## src/rtl/slice_map.svh

```systemverilog
`ifndef SLICE_MAP_SVH
`define SLICE_MAP_SVH

// ----------------------------------------------------------------
// register byte addresses
// ----------------------------------------------------------------
`define SLICE_CONFIG_ADDR     4'h0
`define SLICE_LOWER_LUT_ADDR  4'h4
`define SLICE_UPPER_LUT_ADDR  4'h8
`define SLICE_STATUS_ADDR     4'hc

// ----------------------------------------------------------------
// configuration fields
// ----------------------------------------------------------------
`define CFG_LOWER_LATCH       0
`define CFG_UPPER_LATCH       1
`define CFG_LOWER_D_BYPASS    2
`define CFG_UPPER_D_BYPASS    3
`define CFG_FORCE_ASYNC       4
`define CFG_FORCE_HIGH        5
`define CFG_INV_SHARED        6
`define CFG_INV_OPPOSITE      7
`define CFG_INV_ENABLE        8
`define CFG_INV_GATE          9
`define CFG_LOWER_SHIFT       10
`define CFG_UPPER_SHIFT       11
`define CFG_CASCADE_INTRA     12
`define CFG_LOWER_PROPAGATE   13
`define CFG_UPPER_PROPAGATE   14
`define CFG_INIT_BYPASS       15
`define CFG_LOWER_GEN_BYPASS  16
`define CFG_UPPER_GEN_BYPASS  17
`define CFG_LOWER_OUT_SUM     18
`define CFG_UPPER_OUT_SUM     19
`define CFG_UPPER_DIN_CHAIN   20
`define CFG_ENABLE_UNUSED     21
`define CFG_WIDTH             22

`define CFG_RESET             22'h000000
`define LUT_RESET             16'h0000
`define SHIFT_DEPTH           16

`endif

```

## src/rtl/slice_pkg.sv

```systemverilog
package slice_pkg;

    typedef struct packed {
        logic [3:0] lower_lut_in;
        logic [3:0] upper_lut_in;
        logic       lower_bypass_in;
        logic       upper_bypass_in;
        logic       carry_in;
        logic       shared_force_input;
        logic       opposite_force_input;
        logic       clock_enable;
        logic       gate;
        logic       shift_chain_in;
    } fabric_in_t;

    typedef struct packed {
        logic carry_out;
        logic lower_comb;
        logic upper_comb;
        logic lower_q;
        logic upper_q;
        logic final_stage_cascade_out;
        logic shift_chain_out;
    } fabric_out_t;

    typedef struct packed {
        logic sync_low;
        logic sync_high;
        logic async_low;
        logic async_high;
    } force_t;

endpackage

```

## src/rtl/storage_element.sv

```systemverilog
`timescale 1ns/10ps
module storage_element (
    // clock and reset
    input  wire logic            clock,
    input  wire logic            rst_b,
    // configuration
    input  wire logic            latch_mode,
    // shared controls and data
    input  wire logic            enable,
    input  wire logic            gate,
    input  wire slice_pkg::force_t force_in,
    input  wire logic            d,
    // output
    output logic                 q
);
    logic held;
    logic any_low;
    logic any_high;
    logic transparent;

    // ----------------------------------------------------------------
    // force decode: low always wins over high
    // ----------------------------------------------------------------
    assign any_low     = force_in.sync_low | force_in.async_low;
    assign any_high    = force_in.sync_high | force_in.async_high;
    assign transparent = latch_mode & gate & enable;

    always_ff @(posedge clock or negedge rst_b) begin
        if (!rst_b) begin
            held <= 1'b0;
        end else if (any_low) begin
            held <= 1'b0;
        end else if (any_high) begin
            held <= 1'b1;
        end else if (!latch_mode && enable) begin
            held <= d;
        end else if (transparent) begin
            held <= d;
        end
    end

    // ----------------------------------------------------------------
    // output: latch and async forces act at once
    // ----------------------------------------------------------------
    always_comb begin
        q = held;
        if (latch_mode || force_in.async_low || force_in.async_high) begin
            if (force_in.async_low || (latch_mode && force_in.sync_low)) begin
                q = 1'b0;
            end else if (force_in.async_high || (latch_mode && force_in.sync_high)) begin
                q = 1'b1;
            end else if (transparent) begin
                q = d;
            end
        end
    end
endmodule

```

## src/rtl/lut_shift_register.sv

```systemverilog
`timescale 1ns/10ps
`include "slice_map.svh"
module lut_shift_register (
    // clock
    input  wire logic        clock,
    // configuration
    input  wire logic        shift_mode,
    input  wire logic [15:0] truth,
    // data
    input  wire logic        enable,
    input  wire logic        din,
    input  wire logic [3:0]  addr,
    output logic             dout,
    output logic             final_stage
);
    logic [`SHIFT_DEPTH-1:0] stage;

    // ----------------------------------------------------------------
    // contents change only by shifting, no reset path
    // ----------------------------------------------------------------
    always_ff @(posedge clock) begin
        if (shift_mode && enable) begin
            stage <= {stage[`SHIFT_DEPTH-2:0], din};
        end
    end

    assign dout        = shift_mode ? stage[addr] : truth[addr];
    assign final_stage = stage[`SHIFT_DEPTH-1];
endmodule

```

## src/rtl/slice_carry_storage_shift.sv

```systemverilog
// Behaviour
// - each half: lut half-sum, carry mux, xor with incoming carry; two bits per slice
// - lower carry mux passes chain carry on select 1, generated carry on 0
// - two-input and gate per half feeds carry-generate of its carry mux
// - each storage element works as d flip-flop or transparent latch
// - element data selects combinational output or bypass input of its half
// - flip-flop loads on rising edge when no force active and enable high
// - latch follows data while gate and enable high, holds otherwise
// - set drives flip-flop high at next edge, latch high at once
// - synchronous reset beats synchronous set, output low
// - asynchronous clear beats asynchronous preset, output low
// - each control has selectable polarity, active high by default; clock has no polarity select here, rising edge only
// - opposite force applies inverse value with same sync or async kind
// - reset, set, enable and clock shared by both elements
// - each lut can be a 16-stage shift register delaying 1 to 16 cycles
// - upper table cascades into lower and through chain lines to slice below
// - final stage on cascade output, addressed stage on normal output
// - shift on rising edge only with enable high, else outputs hold
// - shift contents have no reset or preload path
// - both tables share clock and enable; unused enable held active
// - following flip-flop may register addressed output, one extra cycle
//
// Design decisions made here: the placing of the registers and the Avalon-MM slave port.
`timescale 1ns/10ps
`include "slice_map.svh"
module slice_carry_storage_shift (
    // clock and reset
    input  wire logic                   clock,
    input  wire logic                   rst_b,
    // avalon-mm slave
    input  wire logic [3:0]             address,
    input  wire logic                   read,
    input  wire logic                   write,
    input  wire logic [31:0]            writedata,
    output logic      [31:0]            readdata,
    output logic                        waitrequest,
    // fabric side
    input  wire slice_pkg::fabric_in_t  fabric_in,
    output slice_pkg::fabric_out_t      fabric_out
);

    // ----------------------------------------------------------------
    // declarations
    // ----------------------------------------------------------------
    // bus and configuration
    logic [`CFG_WIDTH-1:0] config_reg;
    logic [15:0]           lower_truth;
    logic [15:0]           upper_truth;
    logic                  ack;
    logic                  write_take;
    logic                  read_take;

    // look-up tables
    logic                  lower_lut_out;
    logic                  upper_lut_out;
    logic                  upper_final;
    logic                  lower_final;
    logic                  upper_din;
    logic                  lower_din;

    // carry chain and arithmetic
    logic                  chain_carry_init;
    logic                  lower_product_gate;
    logic                  upper_product_gate;
    logic                  lower_carry_select;
    logic                  upper_carry_select;
    logic                  lower_gen;
    logic                  upper_gen;
    logic                  lower_carry_mux;
    logic                  upper_carry_mux;
    logic                  lower_sum_gate;
    logic                  upper_sum_gate;
    logic                  lower_comb;
    logic                  upper_comb;

    // storage controls and readback
    logic                  shared_act;
    logic                  opposite_act;
    logic                  enable_act;
    logic                  gate_act;
    slice_pkg::force_t     force_bus;
    logic                  lower_d;
    logic                  upper_d;
    logic                  lower_q;
    logic                  upper_q;
    logic [6:0]            status_word;
    logic [31:0]           next_readdata;

    // ----------------------------------------------------------------
    // helpers
    // ----------------------------------------------------------------
    function automatic logic polarity(input logic raw, input logic invert);
        polarity = raw ^ invert;
    endfunction

    function automatic logic carry_mux(input logic sel, input logic prop, input logic gen);
        carry_mux = sel ? prop : gen;
    endfunction

    function automatic logic reg_hit(input logic [3:0] addr, input logic [3:0] target);
        reg_hit = (addr == target);
    endfunction

    // ----------------------------------------------------------------
    // bus handshake: one wait state per access
    // ----------------------------------------------------------------
    // read taken in the first cycle, write taken in the second; both answered in the second
    assign waitrequest = (read | write) & ~ack;
    assign write_take  = write & ack;
    assign read_take   = read & ~ack;

    always_ff @(posedge clock or negedge rst_b) begin
        if (!rst_b) begin
            ack <= 1'b0;
        end else if (ack) begin
            ack <= 1'b0;
        end else begin
            ack <= read | write;
        end
    end

    // ----------------------------------------------------------------
    // configuration registers
    // ----------------------------------------------------------------
    // configuration word
    always_ff @(posedge clock or negedge rst_b) begin
        if (!rst_b) begin
            config_reg <= `CFG_RESET;
        end else if (write_take && reg_hit(address, `SLICE_CONFIG_ADDR)) begin
            config_reg <= writedata[`CFG_WIDTH-1:0];
        end
    end

    // lower truth table
    always_ff @(posedge clock or negedge rst_b) begin
        if (!rst_b) begin
            lower_truth <= `LUT_RESET;
        end else if (write_take && reg_hit(address, `SLICE_LOWER_LUT_ADDR)) begin
            lower_truth <= writedata[15:0];
        end
    end

    // upper truth table
    always_ff @(posedge clock or negedge rst_b) begin
        if (!rst_b) begin
            upper_truth <= `LUT_RESET;
        end else if (write_take && reg_hit(address, `SLICE_UPPER_LUT_ADDR)) begin
            upper_truth <= writedata[15:0];
        end
    end

    // ----------------------------------------------------------------
    // read mux, unmapped addresses read zero
    // ----------------------------------------------------------------
    // live slice state for software
    assign status_word = {lower_final, upper_final, upper_q, lower_q,
                          upper_comb, lower_comb, upper_carry_mux};

    always_comb begin
        next_readdata = 32'h00000000;
        case (address)
            `SLICE_CONFIG_ADDR: begin
                next_readdata[`CFG_WIDTH-1:0] = config_reg;
            end
            `SLICE_LOWER_LUT_ADDR: begin
                next_readdata[15:0] = lower_truth;
            end
            `SLICE_UPPER_LUT_ADDR: begin
                next_readdata[15:0] = upper_truth;
            end
            `SLICE_STATUS_ADDR: begin
                next_readdata[6:0] = status_word;
            end
            default: begin
                next_readdata = 32'h00000000;
            end
        endcase
    end

    // loaded in the wait state, stands in the answer cycle
    always_ff @(posedge clock or negedge rst_b) begin
        if (!rst_b) begin
            readdata <= 32'h00000000;
        end else if (read_take) begin
            readdata <= next_readdata;
        end
    end

    // ----------------------------------------------------------------
    // shared controls with selectable polarity
    // ----------------------------------------------------------------
    // force inputs
    assign shared_act   = polarity(fabric_in.shared_force_input,
                                   config_reg[`CFG_INV_SHARED]);
    assign opposite_act = polarity(fabric_in.opposite_force_input,
                                   config_reg[`CFG_INV_OPPOSITE]);

    // enable and gate
    assign enable_act   = config_reg[`CFG_ENABLE_UNUSED] |
                          polarity(fabric_in.clock_enable,
                                   config_reg[`CFG_INV_ENABLE]);
    assign gate_act     = polarity(fabric_in.gate, config_reg[`CFG_INV_GATE]);

    // shared input forces the chosen value, opposite input the other one
    always_comb begin
        force_bus = '0;
        case ({config_reg[`CFG_FORCE_ASYNC], config_reg[`CFG_FORCE_HIGH]})
            2'b00: begin
                force_bus.sync_low   = shared_act;
                force_bus.sync_high  = opposite_act;
            end
            2'b01: begin
                force_bus.sync_high  = shared_act;
                force_bus.sync_low   = opposite_act;
            end
            2'b10: begin
                force_bus.async_low  = shared_act;
                force_bus.async_high = opposite_act;
            end
            2'b11: begin
                force_bus.async_high = shared_act;
                force_bus.async_low  = opposite_act;
            end
            default: begin
                force_bus = '0;
            end
        endcase
    end

    // ----------------------------------------------------------------
    // look-up tables and shift registers
    // ----------------------------------------------------------------
    // shift inputs of both tables
    assign upper_din = config_reg[`CFG_UPPER_DIN_CHAIN] ? fabric_in.shift_chain_in
                                                        : fabric_in.upper_bypass_in;
    assign lower_din = config_reg[`CFG_CASCADE_INTRA] ? upper_final
                                                      : fabric_in.lower_bypass_in;

    // upper table may take the chain input
    lut_shift_register upper_lookup_table (
        .clock       (clock),
        .shift_mode  (config_reg[`CFG_UPPER_SHIFT]),
        .truth       (upper_truth),
        .enable      (enable_act),
        .din         (upper_din),
        .addr        (fabric_in.upper_lut_in),
        .dout        (upper_lut_out),
        .final_stage (upper_final)
    );

    // lower table may follow the upper final stage
    lut_shift_register lower_lookup_table (
        .clock       (clock),
        .shift_mode  (config_reg[`CFG_LOWER_SHIFT]),
        .truth       (lower_truth),
        .enable      (enable_act),
        .din         (lower_din),
        .addr        (fabric_in.lower_lut_in),
        .dout        (lower_lut_out),
        .final_stage (lower_final)
    );

    // ----------------------------------------------------------------
    // carry chain and arithmetic gates
    // ----------------------------------------------------------------
    // chain entry: carry input or bypass
    assign chain_carry_init   = config_reg[`CFG_INIT_BYPASS] ? fabric_in.lower_bypass_in
                                                             : fabric_in.carry_in;

    // partial products feed carry generate
    assign lower_product_gate = fabric_in.lower_lut_in[0] & fabric_in.lower_lut_in[1];
    assign upper_product_gate = fabric_in.upper_lut_in[0] & fabric_in.upper_lut_in[1];
    assign lower_gen          = config_reg[`CFG_LOWER_GEN_BYPASS] ? fabric_in.lower_bypass_in
                                                                  : lower_product_gate;
    assign upper_gen          = config_reg[`CFG_UPPER_GEN_BYPASS] ? fabric_in.upper_bypass_in
                                                                  : upper_product_gate;

    // propagate while the half-sum is high
    assign lower_carry_select = config_reg[`CFG_LOWER_PROPAGATE] | lower_lut_out;
    assign upper_carry_select = config_reg[`CFG_UPPER_PROPAGATE] | upper_lut_out;
    assign lower_carry_mux    = carry_mux(lower_carry_select, chain_carry_init,
                                          lower_gen);
    assign upper_carry_mux    = carry_mux(upper_carry_select, lower_carry_mux,
                                          upper_gen);

    // sum gates
    assign lower_sum_gate     = lower_lut_out ^ chain_carry_init;
    assign upper_sum_gate     = upper_lut_out ^ lower_carry_mux;

    // combinational output per half
    assign lower_comb = config_reg[`CFG_LOWER_OUT_SUM] ? lower_sum_gate : lower_lut_out;
    assign upper_comb = config_reg[`CFG_UPPER_OUT_SUM] ? upper_sum_gate : upper_lut_out;

    // ----------------------------------------------------------------
    // storage elements
    // ----------------------------------------------------------------
    // element data: combinational output or bypass
    assign lower_d = config_reg[`CFG_LOWER_D_BYPASS] ? fabric_in.lower_bypass_in
                                                     : lower_comb;
    assign upper_d = config_reg[`CFG_UPPER_D_BYPASS] ? fabric_in.upper_bypass_in
                                                     : upper_comb;

    // both elements share enable, gate and forces
    storage_element lower_storage_element (
        .clock      (clock),
        .rst_b      (rst_b),
        .latch_mode (config_reg[`CFG_LOWER_LATCH]),
        .enable     (enable_act),
        .gate       (gate_act),
        .force_in   (force_bus),
        .d          (lower_d),
        .q          (lower_q)
    );

    storage_element upper_storage_element (
        .clock      (clock),
        .rst_b      (rst_b),
        .latch_mode (config_reg[`CFG_UPPER_LATCH]),
        .enable     (enable_act),
        .gate       (gate_act),
        .force_in   (force_bus),
        .d          (upper_d),
        .q          (upper_q)
    );

    // ----------------------------------------------------------------
    // fabric outputs
    // ----------------------------------------------------------------
    assign fabric_out.carry_out               = upper_carry_mux;
    assign fabric_out.lower_comb              = lower_comb;
    assign fabric_out.upper_comb              = upper_comb;

    // registered or latched
    assign fabric_out.lower_q                 = lower_q;
    assign fabric_out.upper_q                 = upper_q;

    // shift cascade
    assign fabric_out.final_stage_cascade_out = upper_final;
    assign fabric_out.shift_chain_out         = lower_final;

endmodule

```

## config.mk

```make
export PLATFORM = sky130hd
export DESIGN_NAME = slice_carry_storage_shift
export DESIGN_NICKNAME = d
export VERILOG_FILES = /design/src/rtl/slice_pkg.sv /design/src/rtl/storage_element.sv /design/src/rtl/lut_shift_register.sv /design/src/rtl/slice_carry_storage_shift.sv
export VERILOG_INCLUDE_DIRS = /design/src /design/src/rtl
export SDC_FILE = /design/constraint.sdc
export NUM_CORES = 1
export LEC_CHECK = 0
export ABC_AREA = 1
export BUFFER_PORTS_ARGS = -buffer_cell sky130_fd_sc_hd__buf_2
export CORE_MARGIN = 2
export CORE_UTILIZATION = 40
export CTS_CLUSTER_DIAMETER = 80
export DETAILED_ROUTE_END_ITERATION = 7
export HOLD_SLACK_MARGIN = 0.02
export SYNTH_ARGS = -nofsm -noshare
export SYNTH_HDL_FRONTEND = slang
export SYNTH_SLANG_ARGS = --single-unit
```

## constraint.sdc

```tcl
create_clock -name clock -period 5.1 [get_ports clock]
set_input_delay 1.02 -clock clock [delete_from_list [all_inputs] [get_ports clock]]
set_output_delay 1.02 -clock clock [all_outputs]
set_load 0.02 [all_outputs]
```

==> results of run 1 <==
==> worst max-delay path by stage <==
| stage | from | endpoint | slack, ns | cells after the start |
|---|---|---|---|---|
| floorplan | fabric_in[13] | fabric_out[2] | 1.66 | 18 |
| CTS | fabric_in[8] | fabric_out[2] | 1.13 | 16 |
| finish | fabric_in[8] | fabric_out[2] | 1.15 | 16 |
| global route | fabric_in[8] | fabric_out[2] | 0.92 | 16 |
| global placement | fabric_in[8] | fabric_out[2] | 1.15 | 16 |
| detailed placement | fabric_in[8] | fabric_out[2] | 1.13 | 16 |
==> where the power goes <==
part	internal [mW]	switching, mW	total [mW]
Sequential	1.07	0.106	1.17
Combinational	0.171	0.334	0.505
Clock	0.392	0.318	0.710
==> synth_stat cells <==
master,number
sky130_fd_sc_hd__nand2_1,182
sky130_fd_sc_hd__inv_1,83
sky130_fd_sc_hd__dfrtp_1,79
sky130_fd_sc_hd__o21ai_0,73
sky130_fd_sc_hd__nor2_1,36
sky130_fd_sc_hd__nand3_1,35
sky130_fd_sc_hd__edfxtp_1,32
sky130_fd_sc_hd__buf_4,20
sky130_fd_sc_hd__clkbuf_1,14
sky130_fd_sc_hd__a21oi_1,12
sky130_fd_sc_hd__o21ai_1,11
sky130_fd_sc_hd__nand3_2,8
sky130_fd_sc_hd__nor3_1,8
sky130_fd_sc_hd__a221oi_1,7
sky130_fd_sc_hd__o211ai_1,6
sky130_fd_sc_hd__nor3_2,5
sky130_fd_sc_hd__mux2_2,4
sky130_fd_sc_hd__buf_6,3
sky130_fd_sc_hd__inv_2,3
sky130_fd_sc_hd__o22ai_1,3
sky130_fd_sc_hd__or2_1,3
sky130_fd_sc_hd__a31oi_1,2
sky130_fd_sc_hd__buf_2,2
sky130_fd_sc_hd__nand4_1,2
sky130_fd_sc_hd__o21ai_2,2
sky130_fd_sc_hd__o31ai_1,2
sky130_fd_sc_hd__or2_0,2
sky130_fd_sc_hd__a31oi_2,1
sky130_fd_sc_hd__conb_1,1
sky130_fd_sc_hd__nand2_2,1
sky130_fd_sc_hd__nand2_4,1
sky130_fd_sc_hd__nor2_2,1
sky130_fd_sc_hd__o2111ai_1,1
sky130_fd_sc_hd__o21a_1,1
sky130_fd_sc_hd__or2_2,1
sky130_fd_sc_hd__xnor2_1,1
sky130_fd_sc_hd__xor2_1,1
sky130_fd_sc_hd__xor2_2,1
==> cell families after synthesis <==
logic type | Yosys count | synth area share [%]
buf+inv | 125 | 10.3
xor+xnor | 3 | 0.614
other cells | 1 | 0.0681
compound gates | 121 | 12.3
flops | 111 | 53.4
mux | 4 | 0.818
simple gates | 285 | 22.5
==> worst register-to-register path, delay by kind of cell (launching register included) <==
family	cells	cell delay, ns
buffers and inverters	1	0.67
AND/OR/NAND/NOR	1	0.74
flip-flops	1	0.40
AO/OA/AOI/OAI	1	0.40
==> per-layer routing <==
layer	routed length [um]	up-vias	part of all wire, %	track usage [%]
li1	-	2195	-	-
met1	6560	2102	47	30.7
met2	5980	187	43	27.8
met3	1080	15	7.8	2.96
met4	212	0	1.5	7.40
met5	0	-	0	0
==> area by class of cell <==
cell class              count  area, um^2  share of cell area [%]
multi-input cells         423        2030                    32.7
clock inverters             6        60.1                   0.967
repair buffers             78         400                    6.44
clock buffers              10         239                    3.85
well taps                 176         220                    3.54
flip-flops and latches    111        2940                    47.3
inverters                  86         323                    5.20
==> per-stage QoR <==
stage               setup WS [ns]  hold slack, ns
finish                       1.15           0.447
global route                0.918           0.466
CTS                          1.13           0.453
detailed placement           1.13           0.433
global placement             1.15           0.426
floorplan                    1.66           0.418
==> results.py, run 1 <==
metrics = {
    "worst_setup_path": {
        "required_ns": 4.08,
        "arrival_ns": 2.93,
        "critPathMostFrequentCell": "sky130_fd_sc_hd__nand2_1",
        "cell_at_the_slowest_stage_of_the_critical_path": "sky130_fd_sc_hd__buf_2",
        "worst_r2r_start": "ack$_DFF_PN0_",
        "highest_fanout_seen_on_the_critical_path": 21,
        "startpoint_types": "primary input",
        "crit_buf_inv": 4,
        "ff2ff_path_depth": 3,
        "worst_setup_path_end_kind": "output port",
        "timing.setup.critical_path_class": "in2out",
        "rrSetupSlack_ns": 2.78,
        "crit_family": "simple AND/OR/NAND/NOR gates",
        "critical_path.cell_chain": "buf_2 > inv_1 > o21ai_0 > o21ai_1 > nand2_1 > nand2_1 > nand2_1 > nand3_1 > nand2_1 > nand4_1 > nand3_2 > nand3_2 > nand3_2 > nand2_1 > inv_1 > buf_2",
        "critPathMaxStageDelay_ns": 0.33,
        "critical_path.reg2reg.endpoint": "readdata[18]$_DFFE_PN0P_",
    },
    "global_routing": {
        "overflow": 0,
        "first_global_vias": 4015,
        "grt_use_total_pct": 19.8,
        "first_pass_grt_wire_length_um": 22000,
        "grt_max_degree": 80,
        "antenna_found_initial": 0,
    },
    "sta": {
        "rsz0062_at_grt": "false",
        "setup_violations": 0,
        "period_minus_slack_ns": 3.95,
        "max_clock_freq_mhz": 253,
        "worst_pin_slew_ns": 0.998,
        "tns_ns": 0,
        "final-max-slew-violation-count": 0,
        "finalCritPeriodShare_pct": 77.5,
        "finalHoldViolations": 0,
        "slew_headroom_pct": 33.5,
        "clock-skew-final_ns": 0.00578,
    },
    "yosys": {
        "synth.top_cell.area_share_pct": 35.9,
        "synth_seq_cells": 111,
        "synth.lib_cells_used.distinct": 38,
        "syn-cell-area_um2": 5510,
        "yosys_warnings": 0,
        "synthTopCellsByArea": "sky130_fd_sc_hd__dfrtp_1 (36%), sky130_fd_sc_hd__edfxtp_1 (17%), sky130_fd_sc_hd__nand2_1 (12%), sky130_fd_sc_hd__o21ai_0 (6.6%), sky130_fd_sc_hd__inv_1 (5.7%)",
        "synthesis.area_per_instance_um2": 8.47,
        "synthesis.instances": 650,
        "synthDominantAreaCellType": "sky130_fd_sc_hd__dfrtp_1",
        "synth-seq-area-share_pct": 53.4,
    },
    "finish": {
        "net_count_reported_at_finish": 765,
        "antenna_cells": 0,
        "final_cells": 890,
        "layout.cells.most_common_list": "sky130_fd_sc_hd__nand2_1 (182), sky130_fd_sc_hd__inv_1 (83), sky130_fd_sc_hd__dfrtp_1 (79)",
        "syn_to_final_growth_pct": 12.8,
        "layout.filler_cells": 1308,
        "postLayoutCellArea_um2": 6210,
        "drive_gt1_share_pct": 16.9,
        "mostFrequentLayoutCell": "sky130_fd_sc_hd__nand2_1",
        "finalCoreUtilization_pct": 46.6,
    },
    "clock_network": {
        "tritoncts": "yes",
        "ctsResizeCount": 0,
        "clock_tree.buffer_depth": 2,
        "sinks_on_clock_net": 111,
        "h-tree-depth": 3,
        "cts_setup_buffers": 0,
        "cts_buffers": 9,
        "hold_buffers": 0,
        "worst_skew_pair.late_latency_ns": 0.36,
        "clk_root_buffer_cell": "sky130_fd_sc_hd__clkbuf_16",
        "clk_pin_slew_ns": 0.07,
    },
    "drt": {
        "firstDrtPassIters": 5,
        "number_of_drc_violations_after_detailed_routing": 0,
        "detailedRoute.firstIterationViolations": 422,
        "drtAntennaViolNets": 0,
        "post_drt_wl_per_cell_um": 15.5,
        "drt_wl_total_um": 13800,
        "dr_total_vias": 4499,
        "via_per_inst": 5.06,
    },
    "place": {
        "dp_cells": 874,
        "globalplace.congestion": 0.910,
        "io_buffers": 75,
        "hpwlAfterDp_um": 10100,
        "area_post_placement_um2": 5910,
    },
    "die": {
        "initial_utilization_pct": 41.3,
        "std_cell_rows": 42,
        "io_pins": 96,
        "die_w_um": 121,
        "die-height_um": 121,
        "placeableCoreArea_um2": 13300,
        "die_area_um2": 14700,
    },
    "job": {
        "maxCapViolations": 0,
    },
    "worst_hold_path": {
        "beginning_of_the_worst_hold_path": "lower_lookup_table.stage[0]$_DFFE_PP_",
        "worstHoldPathCells": 0,
        "worst_hold_path_type": "reg2reg",
        "whs_endpoint": "lower_lookup_table.stage[1]$_DFFE_PP_",
    },
    "power": {
        "p_per_area_nw_per_um2": 384,
        "power.ir.vdd_worst_mv": 0.159,
        "leakagePower_nw": 3.06,
        "fin_total_pwr_mw": 2.39,
    },
    "status": {
        "outcome": "complete, no violations",
    },
}
Note: power is estimated with default switching activity, not from simulation.
==> inputs of run 2 (changes only) <==
--- a/config.mk
+++ b/config.mk
@@ -6,7 +6,7 @@
 export SDC_FILE = /design/constraint.sdc
 export NUM_CORES = 1
 export LEC_CHECK = 0
-export ABC_AREA = 1
+export ABC_AREA = 0
 export BUFFER_PORTS_ARGS = -buffer_cell sky130_fd_sc_hd__buf_2
 export CORE_MARGIN = 2
 export CORE_UTILIZATION = 40
==> constraint.sdc (replaced) <==
create_clock -name clock -period 4 [get_ports clock]
set_input_delay 0.8 -clock clock [delete_from_list [all_inputs] [get_ports clock]]
set_output_delay 0.8 -clock clock [all_outputs]
set_load 0.02 [all_outputs]
==> run 2 against run 1 <==
Via count decreased by 20%. Core utilization increased by 0.58 points. First-iteration DRC count decreased by 41%. Clock-buffer cell count increased by 5. Sequential power increased by 32%. Final area about the same. Worst setup slack got worse by 1.1 ns. Critical path depth decreased by 8. Combinational power increased by 51%. Clock power increased by 15%. Routed wire length decreased by 5.4%. Critical path type unchanged. Critical endpoint is now fabric_out[4]. Largest cell class unchanged.
==> results.py, run 2 <==
metrics = {
    "drt": {
        "detailedRoute.firstIterationViolations": 247,
        "via_per_inst": 5.39,
        "drt_wl_total_um": 13100,
        "firstDrtPassIters": 5,
        "drtAntennaViolNets": 0,
        "number_of_drc_violations_after_detailed_routing": 0,
        "dr_total_vias": 3606,
        "post_drt_wl_per_cell_um": 19.5,
    },
    "worst_setup_path": {
        "arrival_ns": 3.11,
        "worst_r2r_start": "upper_truth[4]$_DFFE_PN0P_",
        "timing.setup.critical_path_class": "in2out",
        "rrSetupSlack_ns": 1.12,
        "worst_setup_path_end_kind": "output port",
        "startpoint_types": "primary input",
        "required_ns": 3.20,
        "ff2ff_path_depth": 8,
        "critical_path.reg2reg.endpoint": "upper_storage_element.held$_DFF_PN0_",
        "highest_fanout_seen_on_the_critical_path": 4,
    },
    "finish": {
        "syn_to_final_growth_pct": 15.4,
        "regArea_um2": 2940,
        "layout.cells.most_common_list": "sky130_fd_sc_hd__dfrtp_1 (79), sky130_fd_sc_hd__buf_2 (72), sky130_fd_sc_hd__mux2_2 (62)",
        "area_of_the_multi_input_gates_um2": 2280,
        "mostFrequentLayoutCell": "sky130_fd_sc_hd__dfrtp_1",
        "net_count_reported_at_finish": 544,
        "finalCoreUtilization_pct": 47.1,
        "antenna_cells": 0,
        "drive_gt1_share_pct": 36.5,
        "final_cells": 669,
        "layout.filler_cells": 1195,
    },
    "yosys": {
        "synthesis.area_per_instance_um2": 13.1,
        "synth.lib_cells_used.distinct": 51,
        "yosys_warnings": 0,
        "post_synth_most_frequent_cells": "sky130_fd_sc_hd__dfrtp_1 (79), sky130_fd_sc_hd__mux2_2 (62), sky130_fd_sc_hd__mux2i_1 (35)",
        "synth_seq_cells": 111,
        "synthesis.instances": 412,
        "dominantRegCellSynth": "sky130_fd_sc_hd__dfrtp_1",
        "syn-cell-area_um2": 5390,
        "async_reset_ff_share_pct": 71.2,
        "synth-seq-area-share_pct": 54.5,
        "yosysMostFrequentCell": "sky130_fd_sc_hd__dfrtp_1",
        "synth.top_cell.area_share_pct": 36.7,
        "synth-edff-count": 32,
        "synthDominantAreaCellType": "sky130_fd_sc_hd__dfrtp_1",
        "synthTopCellsByArea": "sky130_fd_sc_hd__dfrtp_1 (37%), sky130_fd_sc_hd__edfxtp_1 (18%), sky130_fd_sc_hd__mux2_2 (13%), sky130_fd_sc_hd__mux2i_1 (6.5%), sky130_fd_sc_hd__a22o_1 (2.9%)",
    },
    "die": {
        "std_cell_rows": 42,
        "die_area_um2": 14400,
        "die-height_um": 120,
        "die_w_um": 120,
        "placeableCoreArea_um2": 13200,
        "initial_utilization_pct": 40.8,
        "io_pins": 96,
    },
    "global_routing": {
        "grt_use_total_pct": 19.1,
        "antenna_found_initial": 0,
        "first_global_vias": 3747,
        "grt_max_degree": 80,
        "first_pass_grt_wire_length_um": 20600,
        "overflow": 0,
    },
    "worst_hold_path": {
        "beginning_of_the_worst_hold_path": "upper_lookup_table.stage[8]$_DFFE_PP_",
        "worst_hold_path_type": "reg2reg",
        "worstHoldPathCells": 0,
        "whs_endpoint": "upper_lookup_table.stage[9]$_DFFE_PP_",
    },
    "sta": {
        "finalHoldViolations": 0,
        "period_minus_slack_ns": 3.91,
        "clock-skew-final_ns": 0.00891,
        "final-max-slew-violation-count": 0,
        "finalCritPeriodShare_pct": 97.8,
        "max_clock_freq_mhz": 256,
        "setup_violations": 0,
        "tns_ns": 0,
        "whs_ns": 0.439,
        "worst_pin_slew_ns": 1.04,
        "slew_headroom_pct": 30.3,
        "rsz0062_at_grt": "false",
    },
    "clock_network": {
        "clk_pin_slew_ns": 0.07,
        "tritoncts": "yes",
        "sinks_on_clock_net": 111,
        "worst_skew_pair.late_latency_ns": 0.36,
        "clk_root_buffer_cell": "sky130_fd_sc_hd__clkbuf_16",
        "cts_buffers": 9,
        "cts_setup_buffers": 0,
        "clock_tree.buffer_depth": 2,
        "h-tree-depth": 3,
    },
    "job": {
        "maxCapViolations": 0,
    },
    "power": {
        "leakagePower_nw": 2.80,
        "power.ir.vdd_worst_mv": 0.240,
        "fin_total_pwr_mw": 3.12,
        "p_per_area_nw_per_um2": 502,
    },
    "place": {
        "hpwlAfterDp_um": 9420,
        "dp_cells": 653,
        "globalplace.congestion": 0.860,
        "io_buffers": 75,
    },
    "status": {
        "outcome": "complete, no violations",
    },
}
## run 2: layout make-up
type | count | area share (%)
sequential | 111 | 47.3
multi-input combinational | 273 | 36.6
timing repair buffer | 91 | 8.35
clock buffer | 15 | 3.98
tap | 176 | 3.54
inverter | 2 | 0.121
clock inverter | 1 | 0.101
## run 2: report_power, final
part           switching [mW]  total, mW  leakage (nW)  internal, mW
combinational           0.397      0.763          1.34         0.366
clock                   0.394      0.819         0.122         0.425
sequential              0.164       1.54          1.33          1.37
total                   0.954       3.12          2.80          2.17
## run 2: worst max-delay path by stage
stage / endpoint / from / cells past startpoint / slack, ns
5_1_grt: fabric_out[2] / fabric_in[10] / 8 / 0.02
3_5_place_dp: fabric_out[2] / fabric_in[10] / 9 / -0.01
6_report: fabric_out[4] / fabric_in[10] / 8 / 0.09
3_3_place_gp: fabric_out[2] / fabric_in[10] / 9 / -0.009
2_1_floorplan: fabric_out[2] / fabric_in[11] / 8 / 0.22
4_1_cts: fabric_out[6] / fabric_in[10] / 9 / 0.02
## run 2: repair_timing
action                                  CTS  global route
hold buffers                              0             0
endpoints found under the setup margin    1             4
resized for setup                         1             7
pin swaps                                 0             4
## run 2: layer usage
metal	wire (um)	share of wire [%]	vias to the layer above	GRT usage, %
met5	0	0	-	0
met4	157	1.2	0	4.93
met3	692	5.3	11	4.42
met2	6530	50	87	31.6
met1	5700	44	1828	25.4
li1	-	-	1680	-
## run 2: worst max-delay path, stage by stage
cell                       delay, ns
sky130_fd_sc_hd__buf_2          0.13
sky130_fd_sc_hd__mux4_2         0.51
sky130_fd_sc_hd__o211a_1        0.22
sky130_fd_sc_hd__or4_4          0.59
sky130_fd_sc_hd__and3_4         0.21
sky130_fd_sc_hd__a221oi_4       0.33
sky130_fd_sc_hd__buf_6          0.16
sky130_fd_sc_hd__buf_2          0.16
## run 2: cell families after synthesis
kind of cell	Yosys count	share of synthesized area (%)
flops	111	54.5
mux	106	23.4
simple gates	78	7.20
compound gates	74	9.89
buf+inv	37	4.06
xor+xnor	5	0.813
other cells	1	0.0696
## run 2: metrics by stage
stage	area [um^2]	worst slack, ns
2_1_floorplan	5420	0.217
3_3_place_gp	5940	-0.00884
3_5_place_dp	5940	-0.0141
4_1_cts	6200	0.0233
5_1_grt	6220	0.0157
6_report	6220	0.0892
